File: config.mk
export PLATFORM = sky130hd
export DESIGN_NAME = rbb_core
export DESIGN_NICKNAME = d
export VERILOG_FILES = /design/src/include/rbb_pkg.sv /design/src/rtl/rbb_core.sv
export SDC_FILE = /design/constraint.sdc
export NUM_CORES = 1
export LEC_CHECK = 0
export BUFFER_PORTS_ARGS = -buffer_cell sky130_fd_sc_hd__buf_4
export CAP_MARGIN = 0
export CORE_UTILIZATION = 45
export CTS_BUF_LIST = sky130_fd_sc_hd__clkbuf_8
export CTS_CLUSTER_SIZE = 16
export DETAILED_ROUTE_END_ITERATION = 8
export PLACE_DENSITY = 0.73
export SLEW_MARGIN = 30
export SYNTH_ARGS = -nofsm -noshare
export SYNTH_HDL_FRONTEND = slang
export SYNTH_SLANG_ARGS = --single-unit
File: constraint.sdc
create_clock -name CLK_SYS_I -period 2.8 [get_ports CLK_SYS_I]
set_input_delay 0.14 -clock CLK_SYS_I [delete_from_list [all_inputs] [get_ports CLK_SYS_I]]
set_output_delay 0.14 -clock CLK_SYS_I [all_outputs]
set_load 0.005 [all_outputs]
File: src/include/rbb_pkg.sv
// Package for the broadcast/busy status block of a 1553 remote terminal.
// Assumes a 16-bit shared RAM word size and the standard command word layout.
package rbb_pkg;

  // Configuration register field positions
  localparam int CFG1_BUSY_N_BIT      = 15;
  localparam int CFG1_STATUS_SRC_BIT  = 4;
  localparam int CFG2_BUSY_TBL_EN_BIT = 13;
  localparam int CFG3_EXT_MODE_BIT    = 15;
  localparam int CFG3_MODE_BYPASS_BIT = 13;
  localparam int CFG3_HOST_FLAGS_BIT  = 5;
  localparam int CFG3_RX_SUPPRESS_BIT = 3;
  localparam int CFG4_INH_SELFTEST_BIT = 14;
  localparam int CFG5_BCAST_OFF_BIT   = 7;

  // Register indices on the plain register port
  localparam logic [2:0] REG_CFG1   = 3'h0;
  localparam logic [2:0] REG_CFG2   = 3'h1;
  localparam logic [2:0] REG_CFG3   = 3'h2;
  localparam logic [2:0] REG_CFG4   = 3'h3;
  localparam logic [2:0] REG_CFG5   = 3'h4;
  localparam logic [2:0] REG_STATUS = 3'h5;

  // Reset values
  localparam logic [15:0] CFG1_RST  = 16'h8000;
  localparam logic [15:0] CFG_RST   = 16'h0000;

  // Busy lookup table base (upper bits fixed, low three bits formed)
  localparam logic [15:0] BUSY_TBL_BASE = 16'h0240;

  // Command word fields
  localparam logic [4:0] BCAST_ADDR     = 5'h1f;
  localparam logic [4:0] MC_SA_A        = 5'h00;
  localparam logic [4:0] MC_SA_B        = 5'h1f;
  localparam logic [4:0] MC_SYNC_DATA   = 5'h11;
  localparam logic [4:0] MC_TX_VECTOR   = 5'h10;
  localparam logic [4:0] MC_TX_SELFTEST = 5'h13;

  typedef enum logic [1:0] {
    ST_IDLE  = 2'b00,
    ST_FETCH = 2'b01,
    ST_WAIT  = 2'b10,
    ST_DONE  = 2'b11
  } rbb_state_t;

endpackage : rbb_pkg

File: src/rtl/rbb_core.sv
// Broadcast recognition, busy status flag and busy-time transfer control of a
// 1553 remote terminal. Assumes the protocol engine hands over each valid command
// word as a one-cycle strobe and reads back decisions when DECIDE_VLD_O pulses.
// The shared RAM answers a read one cycle after its strobe.
// Notes on behaviour
// - Broadcast-off flag 0: address 31 commands are broadcast.
// - Broadcast-off flag 1: address 31 is an ordinary terminal address.
// - Allow pin at 0 also disables broadcast recognition.
// - Broadcast receive followed directly by own-address transmit: drop broadcast, answer transmit.
// - Host busy bit held low sets busy in every status word while host-driven flags are off.
// - Host-driven flags on: busy follows configuration register one bit 4.
// - Host-driven flags off if extended mode off or their enable bit 0.
// - Busy without suppression active: received data words still stored.
// - Busy, extended, suppression set: non-mode receive data not stored.
// - Busy non-mode transmit: status with busy, no data words.
// - Table busy only in extended mode, host flags off, table enable 1.
// - Table is eight words at 0x0240 plus broadcast, T/R, subaddress MSB.
// - Address bit2 broadcast, bit1 transmit, bit0 subaddress MSB.
// - Subaddress bits 3..0 pick table bit; 1 means busy.
// - Busy vector-word command: omit word unless extended and bypass set.
// - Busy sync-with-data: store unless extended with suppression set and bypass clear.
// - Extended with bypass: vector sent and sync data stored while busy.
// - Busy self-test-word: withheld only if extended and inhibit bit set.
`timescale 1ns/1ps
module rbb_core
  import rbb_pkg::*;
(
  input  wire logic        CLK_SYS_I,
  input  wire logic        RSTN_I,
  input  wire logic [2:0]  REG_ADDR_I,
  input  wire logic [15:0] REG_WDATA_I,
  input  wire logic        REG_WR_I,
  input  wire logic        REG_RD_I,
  output logic      [15:0] REG_RDATA_O,
  input  wire logic        BCAST_ALLOW_PIN_I,
  input  wire logic [4:0]  OWN_ADDR_I,
  input  wire logic        CMD_VLD_I,
  input  wire logic [15:0] CMD_WORD_I,
  output logic             RAM_RD_O,
  output logic      [15:0] RAM_ADDR_O,
  input  wire logic [15:0] RAM_RDATA_I,
  output logic             DECIDE_VLD_O,
  output logic             ACCEPT_O,
  output logic             IS_BCAST_O,
  output logic             BUSY_O,
  output logic             STORE_DATA_O,
  output logic             SEND_DATA_O
);

  logic [15:0] cfg1_q;
  logic [15:0] cfg2_q;
  logic [15:0] cfg3_q;
  logic [15:0] cfg4_q;
  logic [15:0] cfg5_q;
  logic        pin_meta_q;
  logic        pin_sync_q;
  logic        bcast_en;
  rbb_state_t  state_q;
  logic [15:0] cmd_q;
  logic        bcast_q;
  logic        pend_bcast_q;
  logic [15:0] pend_cmd_q;
  logic        dec_vld_q;
  logic        accept_q;
  logic        isb_q;
  logic        busy_q;
  logic        store_q;
  logic        send_q;
  logic        last_busy_q;
  logic [15:0] rdata_d;
  logic [15:0] rdata_q;

  // Configuration registers, one per concern; writes to other indices are ignored
  always_ff @(posedge CLK_SYS_I) begin
    if (!RSTN_I) begin
      cfg1_q <= CFG1_RST;
    end else if (REG_WR_I && REG_ADDR_I == REG_CFG1) begin
      cfg1_q <= REG_WDATA_I;
    end
  end

  always_ff @(posedge CLK_SYS_I) begin
    if (!RSTN_I) begin
      cfg2_q <= CFG_RST;
    end else if (REG_WR_I && REG_ADDR_I == REG_CFG2) begin
      cfg2_q <= REG_WDATA_I;
    end
  end

  always_ff @(posedge CLK_SYS_I) begin
    if (!RSTN_I) begin
      cfg3_q <= CFG_RST;
    end else if (REG_WR_I && REG_ADDR_I == REG_CFG3) begin
      cfg3_q <= REG_WDATA_I;
    end
  end

  always_ff @(posedge CLK_SYS_I) begin
    if (!RSTN_I) begin
      cfg4_q <= CFG_RST;
    end else if (REG_WR_I && REG_ADDR_I == REG_CFG4) begin
      cfg4_q <= REG_WDATA_I;
    end
  end

  always_ff @(posedge CLK_SYS_I) begin
    if (!RSTN_I) begin
      cfg5_q <= CFG_RST;
    end else if (REG_WR_I && REG_ADDR_I == REG_CFG5) begin
      cfg5_q <= REG_WDATA_I;
    end
  end

  // Read mux; a cycle without read strobe returns zero, so an answer stands one cycle
  always_comb begin
    rdata_d = 16'h0000;
    if (REG_RD_I) begin
      unique case (REG_ADDR_I)
        REG_CFG1:   rdata_d = cfg1_q;
        REG_CFG2:   rdata_d = cfg2_q;
        REG_CFG3:   rdata_d = cfg3_q;
        REG_CFG4:   rdata_d = cfg4_q;
        REG_CFG5:   rdata_d = cfg5_q;
        REG_STATUS: rdata_d = {13'h0000, pend_bcast_q, last_busy_q, bcast_en};
        default:    rdata_d = 16'h0000;
      endcase
    end
  end

  always_ff @(posedge CLK_SYS_I) begin
    if (!RSTN_I) begin
      rdata_q <= 16'h0000;
    end else begin
      rdata_q <= rdata_d;
    end
  end

  assign REG_RDATA_O = rdata_q;

  // Allow pin synchroniser; only the second stage is read by logic
  always_ff @(posedge CLK_SYS_I) begin
    if (!RSTN_I) begin
      pin_meta_q <= 1'b1;
    end else begin
      pin_meta_q <= BCAST_ALLOW_PIN_I;
    end
  end

  always_ff @(posedge CLK_SYS_I) begin
    if (!RSTN_I) begin
      pin_sync_q <= 1'b1;
    end else begin
      pin_sync_q <= pin_meta_q;
    end
  end

  // Configuration decode
  logic ext_mode;
  logic host_driven_status_flags;
  logic rx_suppress;
  logic mode_cmd_bypass_occupied;
  logic tbl_en;
  logic inh_selftest;
  assign bcast_en = !cfg5_q[CFG5_BCAST_OFF_BIT] && pin_sync_q;
  assign ext_mode = cfg3_q[CFG3_EXT_MODE_BIT];
  assign host_driven_status_flags = ext_mode && cfg3_q[CFG3_HOST_FLAGS_BIT];
  assign rx_suppress = ext_mode && cfg3_q[CFG3_RX_SUPPRESS_BIT];
  assign mode_cmd_bypass_occupied = ext_mode && cfg3_q[CFG3_MODE_BYPASS_BIT];
  assign tbl_en = ext_mode && !host_driven_status_flags
                  && cfg2_q[CFG2_BUSY_TBL_EN_BIT];
  assign inh_selftest = ext_mode && cfg4_q[CFG4_INH_SELFTEST_BIT];

  function automatic logic is_bcast(input logic [15:0] w, input logic en);
    is_bcast = en && (w[15:11] == BCAST_ADDR);
  endfunction : is_bcast

  logic in_bcast;
  logic in_own;
  logic in_tx;
  assign in_bcast = is_bcast(CMD_WORD_I, bcast_en);
  assign in_own   = (CMD_WORD_I[15:11] == OWN_ADDR_I) && !in_bcast;
  assign in_tx    = CMD_WORD_I[10];

  // Sequencer: hold a broadcast receive one command so a following transmit can supersede it
  logic start;
  logic [15:0] start_cmd;
  logic start_bcast;
  always_comb begin
    start = 1'b0;
    start_cmd = CMD_WORD_I;
    start_bcast = 1'b0;
    if (CMD_VLD_I && in_own) begin
      start = 1'b1;
    end else if (CMD_VLD_I && in_bcast && in_tx) begin
      start = 1'b1;
      start_bcast = 1'b1;
    end else if (CMD_VLD_I && !in_bcast && pend_bcast_q) begin
      start = 1'b1;
      start_cmd = pend_cmd_q;
      start_bcast = 1'b1;
    end
  end

  always_ff @(posedge CLK_SYS_I) begin
    if (!RSTN_I) begin
      pend_bcast_q <= 1'b0;
      pend_cmd_q   <= 16'h0000;
    end else if (CMD_VLD_I) begin
      pend_bcast_q <= in_bcast && !in_tx;
      pend_cmd_q   <= CMD_WORD_I;
    end else if (pend_bcast_q && state_q == ST_IDLE) begin
      pend_bcast_q <= 1'b0;
    end
  end

  logic pend_go;
  assign pend_go = !CMD_VLD_I && pend_bcast_q && state_q == ST_IDLE;

  always_ff @(posedge CLK_SYS_I) begin
    if (!RSTN_I) begin
      state_q <= ST_IDLE;
    end else begin
      unique case (state_q)
        ST_IDLE: begin
          if (start || pend_go) begin
            state_q <= ST_FETCH;
          end
        end
        ST_FETCH: state_q <= ST_WAIT;
        ST_WAIT:  state_q <= ST_DONE;
        ST_DONE:  state_q <= ST_IDLE;
      endcase
    end
  end

  // Command under work, captured as the sequencer leaves idle
  always_ff @(posedge CLK_SYS_I) begin
    if (!RSTN_I) begin
      cmd_q <= 16'h0000;
    end else if (state_q == ST_IDLE && start) begin
      cmd_q <= start_cmd;
    end else if (state_q == ST_IDLE && pend_go) begin
      cmd_q <= pend_cmd_q;
    end
  end

  always_ff @(posedge CLK_SYS_I) begin
    if (!RSTN_I) begin
      bcast_q <= 1'b0;
    end else if (state_q == ST_IDLE && start) begin
      bcast_q <= start_bcast;
    end else if (state_q == ST_IDLE && pend_go) begin
      bcast_q <= 1'b1;
    end
  end

  // Table read
  assign RAM_RD_O   = (state_q == ST_FETCH) && tbl_en;
  assign RAM_ADDR_O = BUSY_TBL_BASE | {13'h0000, bcast_q, cmd_q[10], cmd_q[9]};

  // Decision: one-hot select of the table bit from the low subaddress bits
  logic [15:0] sa_sel;
  for (genvar g = 0; g < 16; g++) begin : g_sa_sel
    assign sa_sel[g] = (cmd_q[8:5] == 4'(g));
  end

  logic tbl_busy_q;
  always_ff @(posedge CLK_SYS_I) begin
    if (!RSTN_I) begin
      tbl_busy_q <= 1'b0;
    end else if (state_q == ST_WAIT) begin
      tbl_busy_q <= tbl_en && |(RAM_RDATA_I & sa_sel);
    end
  end

  logic busy_c;
  logic mode_c;
  logic tx_c;
  logic [4:0] mc_c;
  always_comb begin
    if (host_driven_status_flags) begin
      busy_c = cfg1_q[CFG1_STATUS_SRC_BIT];
    end else begin
      busy_c = !cfg1_q[CFG1_BUSY_N_BIT] || tbl_busy_q;
    end
  end
  assign mode_c = (cmd_q[9:5] == MC_SA_A) || (cmd_q[9:5] == MC_SA_B);
  assign tx_c   = cmd_q[10];
  assign mc_c   = cmd_q[4:0];

  logic store_c;
  logic send_c;
  always_comb begin
    store_c = !tx_c;
    send_c  = tx_c;
    if (busy_c) begin
      if (!mode_c) begin
        store_c = !tx_c && !rx_suppress;
        send_c  = 1'b0;
      end else if (mc_c == MC_SYNC_DATA) begin
        store_c = !rx_suppress || mode_cmd_bypass_occupied;
        send_c  = 1'b0;
      end else if (mc_c == MC_TX_VECTOR) begin
        send_c  = mode_cmd_bypass_occupied;
        store_c = 1'b0;
      end else if (mc_c == MC_TX_SELFTEST) begin
        send_c  = !inh_selftest;
        store_c = 1'b0;
      end
    end
  end

  // Decision outputs; each except the one-cycle DECIDE_VLD_O strobe holds until the next decision
  always_ff @(posedge CLK_SYS_I) begin
    if (!RSTN_I) begin
      dec_vld_q <= 1'b0;
    end else begin
      dec_vld_q <= (state_q == ST_DONE);
    end
  end

  always_ff @(posedge CLK_SYS_I) begin
    if (!RSTN_I) begin
      accept_q <= 1'b0;
    end else if (state_q == ST_DONE) begin
      accept_q <= 1'b1;
    end
  end

  always_ff @(posedge CLK_SYS_I) begin
    if (!RSTN_I) begin
      isb_q <= 1'b0;
    end else if (state_q == ST_DONE) begin
      isb_q <= bcast_q;
    end
  end

  always_ff @(posedge CLK_SYS_I) begin
    if (!RSTN_I) begin
      busy_q <= 1'b0;
    end else if (state_q == ST_DONE) begin
      busy_q <= busy_c;
    end
  end

  always_ff @(posedge CLK_SYS_I) begin
    if (!RSTN_I) begin
      store_q <= 1'b0;
    end else if (state_q == ST_DONE) begin
      store_q <= store_c;
    end
  end

  // A broadcast never answers with data
  always_ff @(posedge CLK_SYS_I) begin
    if (!RSTN_I) begin
      send_q <= 1'b0;
    end else if (state_q == ST_DONE) begin
      send_q <= send_c && !bcast_q;
    end
  end

  always_ff @(posedge CLK_SYS_I) begin
    if (!RSTN_I) begin
      last_busy_q <= 1'b0;
    end else if (state_q == ST_DONE) begin
      last_busy_q <= busy_c;
    end
  end

  assign DECIDE_VLD_O = dec_vld_q;
  assign ACCEPT_O     = accept_q;
  assign IS_BCAST_O   = isb_q;
  assign BUSY_O       = busy_q;
  assign STORE_DATA_O = store_q;
  assign SEND_DATA_O  = send_q;

endmodule : rbb_core

Yosys cells after proc, flatten, opt, wreduce, memory -nomap -nowiden
Index checks and enable logic that the tools add are counted.
{"block": "word_totals", "input_bits": 62, "reg_bits": 131, "elab_cells": 129}
{"block": "classes", "n_mux": 27, "reduce_logical": 51, "n_eq_ne": 30, "bitwise_logic": 1}
{"cell": "$pmux 16 s6", "count": 1}
{"cell": "$mux 11", "count": 5}
{"cell": "$eq 4x4->1 const B", "count": 8}
{"cell": "$logic_and 1x1->1", "count": 29}
{"cell": "$eq 5x5->1 const B", "count": 5}
{"cell": "$mux 1", "count": 19}
{"cell": "$and 16x16->16", "count": 1}
{"cell": "$eq 4x3->1 const B", "count": 4}
{"cell": "$reduce_or 16->1", "count": 1}
{"cell": "$logic_not 1->1", "count": 10}
{"cell": "$eq 4x2->1 const B", "count": 2}
{"cell": "$pmux 2 s4", "count": 1}
{"cell": "$eq 3x2->1 const B", "count": 2}
{"cell": "$eq 3x3->1 const B", "count": 2}
{"cell": "$eq 5x5->1", "count": 1}
{"cell": "$logic_not 5->1", "count": 1}
{"cell": "$eq 2x2->1 const B", "count": 2}
{"cell": "$eq 4x1->1 const B", "count": 1}
{"cell": "$logic_not 4->1", "count": 1}
{"cell": "$logic_or 1x1->1", "count": 4}
{"cell": "$reduce_bool 2->1", "count": 2}
{"cell": "$eq 3x1->1 const B", "count": 1}
{"cell": "$logic_not 3->1", "count": 1}
{"cell": "$eq 2x1->1 const B", "count": 1}
{"cell": "other kinds (4)", "count": 4}

Depth between registers and ports, before layout
Gate-level depths: netlist of run 1.
{"block": "logic_depth", "ltp_word": 12, "depth_mapped": 8}

Worst setup path after synthesis of run 1
OpenSTA, ideal clock, no wires.
{"block": "synth_timing", "path_type": "register -> register", "start": "register state_q[0]", "end": "register cmd_q[0]", "path_stages_with_launch": 9, "arrival_ns": 1.630, "n_path_buf": 1, "path_slack_ns": 1.085, "setup_time_ns": 0.086, "synth_period_minus_slack_ns": 1.715, "t_required_ns": 2.714, "path_cell_list": "dfxtp_1 > inv_1 > ha_1 > nand2_1 > a211oi_1 > a21oi_2 > buf_6 > mux2i_1 > a211oi_1"}
{"block": "synth_via", "elab_chain_cells": 4, "word_cells_on_any_way": 6, "classes_between": "1 x mux; 5 x reduce/logical"}
{"element": "start, declared", "line_no": "rbb_core.sv:58", "text": "rbb_state_t state_q;"}
{"element": "start signal, assigned", "line_no": "rbb_core.sv:221", "text": "state_q <= ST_IDLE;"}
{"element": "start signal, assigned", "line_no": "rbb_core.sv:226", "text": "state_q <= ST_FETCH;"}
{"element": "start signal, assigned", "line_no": "rbb_core.sv:229", "text": "ST_FETCH: state_q <= ST_WAIT;"}
{"element": "$logic_not 2->1 *", "line_no": "rbb_core.sv:217, rbb_core.sv:240, rbb_core.sv:242"}
{"element": "$logic_and 1x1->1", "line_no": "rbb_core.sv:217", "text": "assign pend_go = !CMD_VLD_I && pend_bcast_q && state_q == ST_IDLE;"}
{"element": "$logic_and 1x1->1", "line_no": "rbb_core.sv:242", "text": "end else if (state_q == ST_IDLE && pend_go) begin"}
{"element": "$reduce_bool 2->1 (no source line)"}
{"element": "end signal, assigned", "line_no": "rbb_core.sv:241", "text": "cmd_q <= start_cmd;"}
{"element": "end signal, assigned", "line_no": "rbb_core.sv:243", "text": "cmd_q <= pend_cmd_q;"}
{"element": "end, declared", "line_no": "rbb_core.sv:59", "text": "logic [15:0] cmd_q;"}
Mark *: on every way between the ends. The rest lies on a longest branch, timed or not.
A chain may end at the register's enable or synchronous reset.

Worst setup path after layout of run 1
{"block": "layout_timing", "start": "register state_q[1]", "end": "register cmd_q[8]"}
The elaborated chain is that of the path after synthesis.

==> results of run 1 <==
==> worst min-delay path, cell delays in order <==
cell and delay [ps]:
buf_4 200, mux2i_1 140, nor2_1 70
==> worst paths after layout <==
kind	startpoint	end	slack, ps	cells after the start
setup / recovery	state_q[1]	cmd_q[8]	630	7
hold / removal	CMD_VLD_I	pend_cmd_q[9]	140	3
setup reg to reg	state_q[1]	cmd_q[8]	630	7
hold reg to reg	pin_meta_q	pin_sync_q	420	1
==> synth_stat cells, types with 7 or more instances <==
| master | count | area (sq um) |
|---|---|---|
| buf_4 | 16 | 120.1 |
| a22oi_1 | 10 | 75.07 |
| nand2b_1 | 7 | 43.79 |
| dfxtp_1 | 131 | 2623 |
| o21ai_0 | 11 | 55.05 |
| nand3_1 | 8 | 40.04 |
| buf_2 | 20 | 100.1 |
| nand2_1 | 175 | 656.9 |
| a211oi_1 | 12 | 90.09 |
| nor2_1 | 40 | 150.1 |
| a221oi_1 | 8 | 70.07 |
| and3_1 | 9 | 56.30 |
| mux2i_1 | 32 | 320.3 |
| clkbuf_1 | 26 | 97.59 |
| a21oi_1 | 98 | 490.5 |
| mux2_2 | 11 | 123.9 |
==> cells by family (layout without fill, tap and decap cells) <==
| logic type | Yosys count | count (layout) |
|---|---|---|
| fa+ha+maj | 5 | 5 |
| other cells | 2 | 13 |
| compound gates | 159 | 159 |
| mux | 49 | 49 |
| simple gates | 270 | 270 |
| buf+inv | 70 | 162 |
| xor+xnor | 5 | 5 |
| flops | 131 | 131 |
==> routing by layer <==
metal / vias up / track usage [%] / wire [microns]
met1: 2494 / 28.38 / 6426
met2: 202 / 41.20 / 7445
met3: 29 / 4.341 / 980
met5: - / 0 / 0
li1: 2526 / - / -
met4: 0 / 11.37 / 345
==> flip-flops by register name, indices dropped and copies added, names as in the netlist, 2 cells and up <==
| name | flops |
|---|---|
| cmd_q | 11 |
| cfg5_q | 16 |
| state_q | 2 |
| cfg4_q | 16 |
| REG_RDATA_O | 16 |
| cfg2_q | 16 |
| pend_cmd_q | 11 |
| cfg3_q | 16 |
| cfg1_q | 16 |
==> final cells by class <==
type | instances | share of cell area [%]
inverters | 5 | 0.2616
well taps | 172 | 2.999
flip-flops and latches | 131 | 36.55
clock inverters | 11 | 1.901
repair buffers | 126 | 14.44
multi-input cells | 501 | 40.02
clock buffers | 20 | 3.836
==> cell usage in the layout (no fill, tap or decap), types with 4 or more instances in the layout <==
cell type	n
dlygate4sd3_1	31
ha_1	5
nand2b_1	7
nand3_1	8
mux2_2	11
a21oi_1	98
nor2b_1	5
mux2i_1	32
and2_1	6
a22oi_1	10
o21ai_0	11
a222oi_1	6
inv_1	5
a211oi_1	12
dfxtp_1	131
mux4_2	4
and3_1	9
xnor2_1	4
nor2_1	40
buf_4	94
nand2_1	175
conb_1	13
clkbuf_8	20
nor3b_1	4
a221oi_1	8
==> power by group through the flow <==
stage	logic [mW]	clock network, mW	registers [mW]
finish	0.470	1.66	1.95
floorplan	0.281	0	1.98
global placement	0.411	0	1.99
CTS	0.466	1.68	1.95
detailed placement	0.429	0	1.99
global route	0.516	1.75	1.95
==> impl_metrics.toml, run 1 <==
[synth]
synthAdderAreaFrac_pct = 1.076
synth_top_family_by_area = "simple AND/OR/NAND/NOR gates"
synthMuxAreaShare_pct = 10.09
synth_warnings = 0
syn_area_sq_um = 5816
synth_cell_type_count = 53
synth_edf_count = 0
synthCells = 691
postSynthAreaPerCell_sq_um = 8.416
synth-compound-area-share_pct = 16.24
synthSimpleGateAreaFrac_pct = 20.37
yosysSeqAreaShare_pct = 45.09
ys_async_sr_fraction_pct = 0
synthXorXnorAreaFrac_pct = 0.7530
synth-main-ff-cell = "dfxtp_1"
synth_seq_cells = 131

[sta]
finalCriticalPeriod_ps = 2173
worst_pin_slew_ps = 884.4
slew_headroom_pct = 41.04
finalSetupViolCount = 0
clock_skew_ps = 7.053
hold_viol = 0
whs_ps = 144.9
finalCritPeriodShare_pct = 77.62
max_freq_mhz = 460.1
tns_ps = 0
setup_ws_ps = 626.6
rsz0062_at_grt = "false"
drv_slew = 0

[setup_path]
critical_path_class = "reg2reg"
start_kind = "flip-flop"
critPathBufInv = 1
crit_slowest_cell = "a21oi_2"
worstPathCellList = "inv_1 > ha_1 > nand2_1 > a211oi_1 > a21oi_2 > mux2i_1 > a211oi_1"
cp_max_fo = 11
critPathMaxStageDelay_ps = 690
required_ps = 3160
cp_common_cell = "a211oi_1"
end_kind = "flip-flop"
arrival_ps = 2530
path_delay_family = "compound AO/OA/AOI/OAI gates"

[power]
ir_drop_mv = 0.3304
leakagePower_nw = 2.802
power_density_nw_per_um2 = 567.8
p_clk_share_pct = 40.6
p_comb_share_pct = 11.5
seq_power_share_pct = 47.8
power_mw = 4.074
switchingPower_mw = 1.014
intPower_mw = 3.060
p_sw_share_pct = 24.89

[clock_network]
cts_root_buf = "clkbuf_8"
cts_resized = 0
post-cts-setup-buffers = 0
clkTransAtPathRegs_ps = 70
ctsHoldBuffers = 31
cts_tree = "yes"
clock_sinks = 131
clk-insertion-delay-late_ps = 440
cts_buffers = 17
htreeDepth = 4
cts_buffer_depth = 2

[placed_design]
pre_cts_slack_ps = 634.7
dp.cells = 904
io_buffers = 87
gp_congestion = 0.8464
dpl_cell_area_sq_um = 6454
hpwl_microns = 10120

[die]
boundaryPins = 101
die_area_sq_um = 13380
num_rows = 41
die_w_microns = 115.7
design.core.area_sq_um = 12620
start_util_pct = 46.08
fp.dieH_microns = 115.7

[layout]
drive_gt1_share_pct = 18.64
utilization_pct = 56.86
fin_nets = 849
syn2layout_area_growth_pct = 23.39
nFillCells = 1148
multi_input_area_sq_um = 2872
finalInstanceArea_sq_um = 7176
diodes = 0
layoutNonFillerInstCount = 966
seqCellArea_sq_um = 2623

[detailed_routing]
wl_per_cell_microns = 15.73
dr.pass1.iters = 7
num_vias = 5251
drc = 0
ant_nets = 0
drt_iter0_drc = 435
via_per_inst = 5.436
drt_wl_total_microns = 15200

[global_route]
grt_overflow = 0
grt_pass1_vias = 5038
grt_max_degree = 81
grt_pass1_wl_microns = 24360
grtUsageTotal_pct = 23.73
antenna_found_initial = 0

[run_status]
status = "complete, no violations"

[flow_run]
max_cap_viol_count = 0

[min_path]
hold_path.class = "in2reg"
(Power assumes the default switching activity.)
==> run 2, diff against run 1 <==
==> constraint.sdc (replaced) <==
create_clock -name CLK_SYS_I -period 2 [get_ports CLK_SYS_I]
set_input_delay 0.1 -clock CLK_SYS_I [delete_from_list [all_inputs] [get_ports CLK_SYS_I]]
set_output_delay 0.1 -clock CLK_SYS_I [all_outputs]
set_load 0.005 [all_outputs]
==> impl_metrics.toml, run 2 (synthesis gave the netlist of run 1 again) <==
[die]
num_rows = 41
fp.dieH_microns = 115.7
start_util_pct = 46.08
boundaryPins = 101
design.core.area_sq_um = 12620
die_w_microns = 115.7
die_area_sq_um = 13380

[layout]
drive_gt1_share_pct = 20.59
final_common_cell = "nand2_1"
syn2layout_area_growth_pct = 25.58
final_cell_mix = "nand2_1 (175), dfxtp_1 (130), buf_4 (107)"
diodes = 0
fin_nets = 865

[flow_run]
max_cap_viol_count = 0

[setup_path]
cp_max_fo = 11
critical_path_class = "reg2reg"
crit_slowest_cell = "nor3_1"
end_kind = "flip-flop"
worstPathCellList = "inv_1 > ha_2 > nand3_1 > nor3_1 > a21oi_4 > buf_12 > mux2i_1 > a211oi_1"
start_kind = "flip-flop"
arrival_ps = 2210
required_ps = 2350
critPathMaxStageDelay_ps = 340

[power]
power_density_nw_per_um2 = 757.6
ir_drop_mv = 0.3652
leakagePower_nw = 2.878

[global_route]
antenna_found_initial = 0
grt_pass1_vias = 5260
grt_overflow = 0
grt_max_degree = 87
top_usage_layer = "met2"
met2_usage_pct = 41.16
grt_pass1_wl_microns = 25390
gr-usage-met3_pct = 6.276
grtUsageTotal_pct = 24.88
grtUsageMet1_pct = 29.26

[detailed_routing]
dr.pass1.iters = 7
drc = 0
num_vias = 5322
wl_per_cell_microns = 15.95
drt_wl_total_microns = 15670
ant_nets = 0
drt_iter0_drc = 375
via_per_inst = 5.414

[clock_network]
cts_root_buf = "clkbuf_8"
clkTransAtPathRegs_ps = 70
cts_buffer_depth = 2
cts_tree = "yes"
clock_sinks = 131
cts_buffers = 17
clk-insertion-delay-late_ps = 450
htreeDepth = 4

[sta]
drv_slew = 0
finalSetupViolCount = 0
worst_pin_slew_ps = 675.7
hold_viol = 0
slew_headroom_pct = 54.84
tns_ps = 0
max_freq_mhz = 537.7
clock_skew_ps = 9.388
whs_ps = 70.68
rsz0062_at_grt = "false"
finalCritPeriodShare_pct = 92.99
finalCriticalPeriod_ps = 1860
setup_ws_ps = 140.3

[min_path]
hold_path.class = "in2reg"

[placed_design]
io_buffers = 87
pre_cts_slack_ps = -114.2
hpwl_microns = 10570
gp_congestion = 0.8544

[run_status]
status = "complete, no violations"
## run 2: cell count changes in the layout (fill, tap and decap cells not counted), moves of 2 or more
| cell | before | now |
|---|---|---|
| buf_4 | 94 | 107 |
| buf_12 | 1 | 3 |
| clkinv_2 | 3 | 5 |
| bufinv_16 | 3 | 1 |
## run 2: path summary, 6_finish.rpt
path / end / depth (start not counted) / from / slack, ps
setup reg to reg: cmd_q[10] / 8 / state_q[0] / 140
setup / recovery: cmd_q[10] / 8 / state_q[0] / 140
hold / removal: cfg4_q[1] / 4 / REG_WR_I / 70
hold reg to reg: pin_sync_q / 1 / pin_meta_q / 410
## run 2: what timing repair did
action,CTS,global route
cloned,0,0
setup buffers,0,1
pin swaps,0,1
hold endpoints to repair,103,0
setup endpoints to repair,11,12
gates resized for setup,2,2
hold buffers,32,0
## run 2: final cells by class
type / instances / area [sq um]
Inverter: 5 / 18.77
Clock inverter: 11 / 86.33
Tap cell: 172 / 215.2
Fill cell: 1136 / 5316
Multi-Input combinational cell: 501 / 2887
Sequential cell: 131 / 2624
Clock buffer: 21 / 289.0
Timing Repair Buffer: 142 / 1184
## run 2: metal layers
metal  part of all wire [%]  up-vias
met5                      0        -
met4                    3.7        0
met3                    8.4       50
met2                     48      263
met1                     40     2451
li1                       -     2558
## run 2: where the power goes
part           internal (mW)  total [mW]  switching [mW]
sequential              2.68        2.73          0.0481
clock                   1.09        2.10            1.00
combinational          0.325       0.710           0.386
total                   4.10        5.53            1.44
## run 2: stage by stage
step / area, sq um / instances / total power, mW / utilization (%)
2_1_floorplan: 5857 / 702 / 3.164 / -
4_1_cts: 7279 / 982 / 5.561 / 57.68
3_3_place_gp: 6571 / 918 / 3.389 / 52.07
3_5_place_dp: 6571 / 918 / 3.419 / 52.07
6_report: 7303 / 983 / 5.533 / 57.87
5_1_grt: 7303 / 983 / 5.749 / 57.87
## run 2: critical path: cells and delay by family, from the launching register on
kind / cells / cell delay, ps
and+or+nand+nor: 2 / 430
DFF: 1 / 330
buffers and inverters: 2 / 320
AOI/OAI and AO/OA: 2 / 310
adders and majority gates: 1 / 250
muxes: 1 / 120
==> run 3, diff against run 2 <==
--- a/config.mk
+++ b/config.mk
@@ -11,6 +11,7 @@
 export CTS_BUF_LIST = sky130_fd_sc_hd__clkbuf_8
 export CTS_CLUSTER_SIZE = 16
 export DETAILED_ROUTE_END_ITERATION = 8
+export GPL_TIMING_DRIVEN = 0
 export PLACE_DENSITY = 0.73
 export SLEW_MARGIN = 30
 export SYNTH_ARGS = -nofsm -noshare
==> impl_metrics.toml, run 3 (synthesis gave the netlist of run 1 again) <==
[placed_design]
pre_cts_slack_ps = -57.34
dpl_cell_area_sq_um = 6695
hpwl_microns = 11810
io_buffers = 83
gp_congestion = 0.8767

[clock_network]
cts_root_buf = "clkbuf_8"
clock_sinks = 131
cts_buffer_depth = 2
clkTransAtPathRegs_ps = 90
clk-insertion-delay-late_ps = 460
cts_buffers = 17
htreeDepth = 4
cts_tree = "yes"

[sta]
setup_ws_ps = 115.7
tns_ps = 0
max_freq_mhz = 530.7
finalCritPeriodShare_pct = 94.21
hold_viol = 0
rsz0062_at_grt = "false"
slew_headroom_pct = 55.13
worst_pin_slew_ps = 673.1
clock_skew_ps = 13.00
whs_ps = 40.64
drv_slew = 0
finalCriticalPeriod_ps = 1884
finalSetupViolCount = 0

[die]
design.core.area_sq_um = 12620
num_rows = 41
die_w_microns = 115.7
start_util_pct = 46.08
die_area_sq_um = 13380
boundaryPins = 101
fp.dieH_microns = 115.7

[detailed_routing]
num_vias = 5402
drc = 0
drt_iter0_drc = 452
wl_met3_microns = 1149
drt-met1-wl_microns = 6543
dr.max_layer_used = "met4"
dr.pass1.iters = 6
ant_nets = 0
drt_wl_total_microns = 15940
via_per_inst = 5.306
wl_per_cell_microns = 15.66
wl_met2_microns = 7749

[layout]
final_common_cell = "nand2_1"
syn2layout_area_growth_pct = 27.15
fin_nets = 900
drive_gt1_share_pct = 21.16
nFillCells = 1161
diodes = 0
final_cell_mix = "nand2_1 (175), dfxtp_1 (131), buf_4 (99)"
finalInstanceArea_sq_um = 7395

[global_route]
grt_max_degree = 17
grt_pass1_vias = 5243
grtUsageTotal_pct = 25.03
grt_pass1_wl_microns = 25380
grt_overflow = 0
antenna_found_initial = 0

[min_path]
holdPathStages = 3
worstHoldEndpoint = "REG_RDATA_O[5]"
hold_path.class = "in2reg"
min_from = "RSTN_I"

[setup_path]
arrival_ps = 2250
r2r_start = "state_q[0]"
end_kind = "flip-flop"
r2r_setup_slack_ps = 120
cp_max_fo = 10
start_kind = "flip-flop"
required_ps = 2360
r2r_cells = 8
critical_path_class = "reg2reg"
r2r-end = "cmd_q[3]"
crit_path_start = "state_q[0]"

[run_status]
status = "complete, no violations"

[power]
ir_drop_mv = 0.3871
leakagePower_nw = 2.926
power_density_nw_per_um2 = 764.0

[flow_run]
max_cap_viol_count = 0
## run 3: cell types whose count changed in the layout (fill, tap and decap cells not counted), moves of 3 or more
cell	previous run	this run
inv_6	0	5
clkbuf_8	21	18
buf_4	107	99
clkinv_2	5	0
dlygate4sd3_1	32	29
buf_2	0	20
buf_12	3	0
clkbuf_1	0	26
## run 3: report_power, final
| part | switching (mW) | internal [mW] |
|---|---|---|
| Sequential | 0.0487 | 2.68 |
| Clock | 1.16 | 1.05 |
| Combinational | 0.389 | 0.326 |
## run 3: timing repair
| item | 4_1_cts | 5_1_grt |
|---|---|---|
| pin swaps | 0 | 0 |
| buffers inserted | 0 | 0 |
| setup endpoints to repair | 10 | 10 |
| hold buffers | 29 | 0 |
| gates resized for setup | 1 | 2 |
| endpoints found under the hold margin | 100 | 0 |
| gates cloned | 0 | 0 |
## run 3: worst max-delay path by stage
stage,slack [ps],endpoint,cells past startpoint
detailed placement,-60,cmd_q[10],8
global route,6,cmd_q[3],6
finish,120,cmd_q[3],8
floorplan,280,cmd_q[0],8
global placement,60,cmd_q[10],8
CTS,20,cmd_q[10],8
## run 3: layout make-up
| class | count | area (sq um) | area share, % |
|---|---|---|---|
| clock buffer | 18 | 247.7 | 3.350 |
| tap | 172 | 215.2 | 2.910 |
| timing repair buffer | 112 | 913.4 | 12.35 |
| sequential | 131 | 2623 | 35.47 |
| clock inverter | 14 | 143.9 | 1.946 |
| buffer | 65 | 344.1 | 4.653 |
| inverter | 5 | 18.77 | 0.2538 |
| multi-input combinational | 501 | 2889 | 39.07 |
## run 3: metrics by stage
step	utilization, %	std cells	power (mW)
3_3_place_gp	53.05	957	3.393
2_1_floorplan	-	702	3.164
3_5_place_dp	53.05	957	3.425
6_report	58.60	1018	5.650
4_1_cts	58.50	1018	5.643
5_1_grt	58.60	1018	5.859
## run 3: layer usage
metal | track usage [%] | up-vias
met4 | 12.82 | 0
met5 | 0 | -
met1 | 29.17 | 2505
li1 | - | 2636
met3 | 6.172 | 44
met2 | 42.79 | 217
## run 3: critical path, stage by stage, from the launching register on
cell	delay, ps
dfxtp_1	340
inv_1	180
ha_4	210
nand2_1	70
a211oi_2	300
a21oi_2	120
buf_6	170
mux2i_1	120
a211oi_1	260
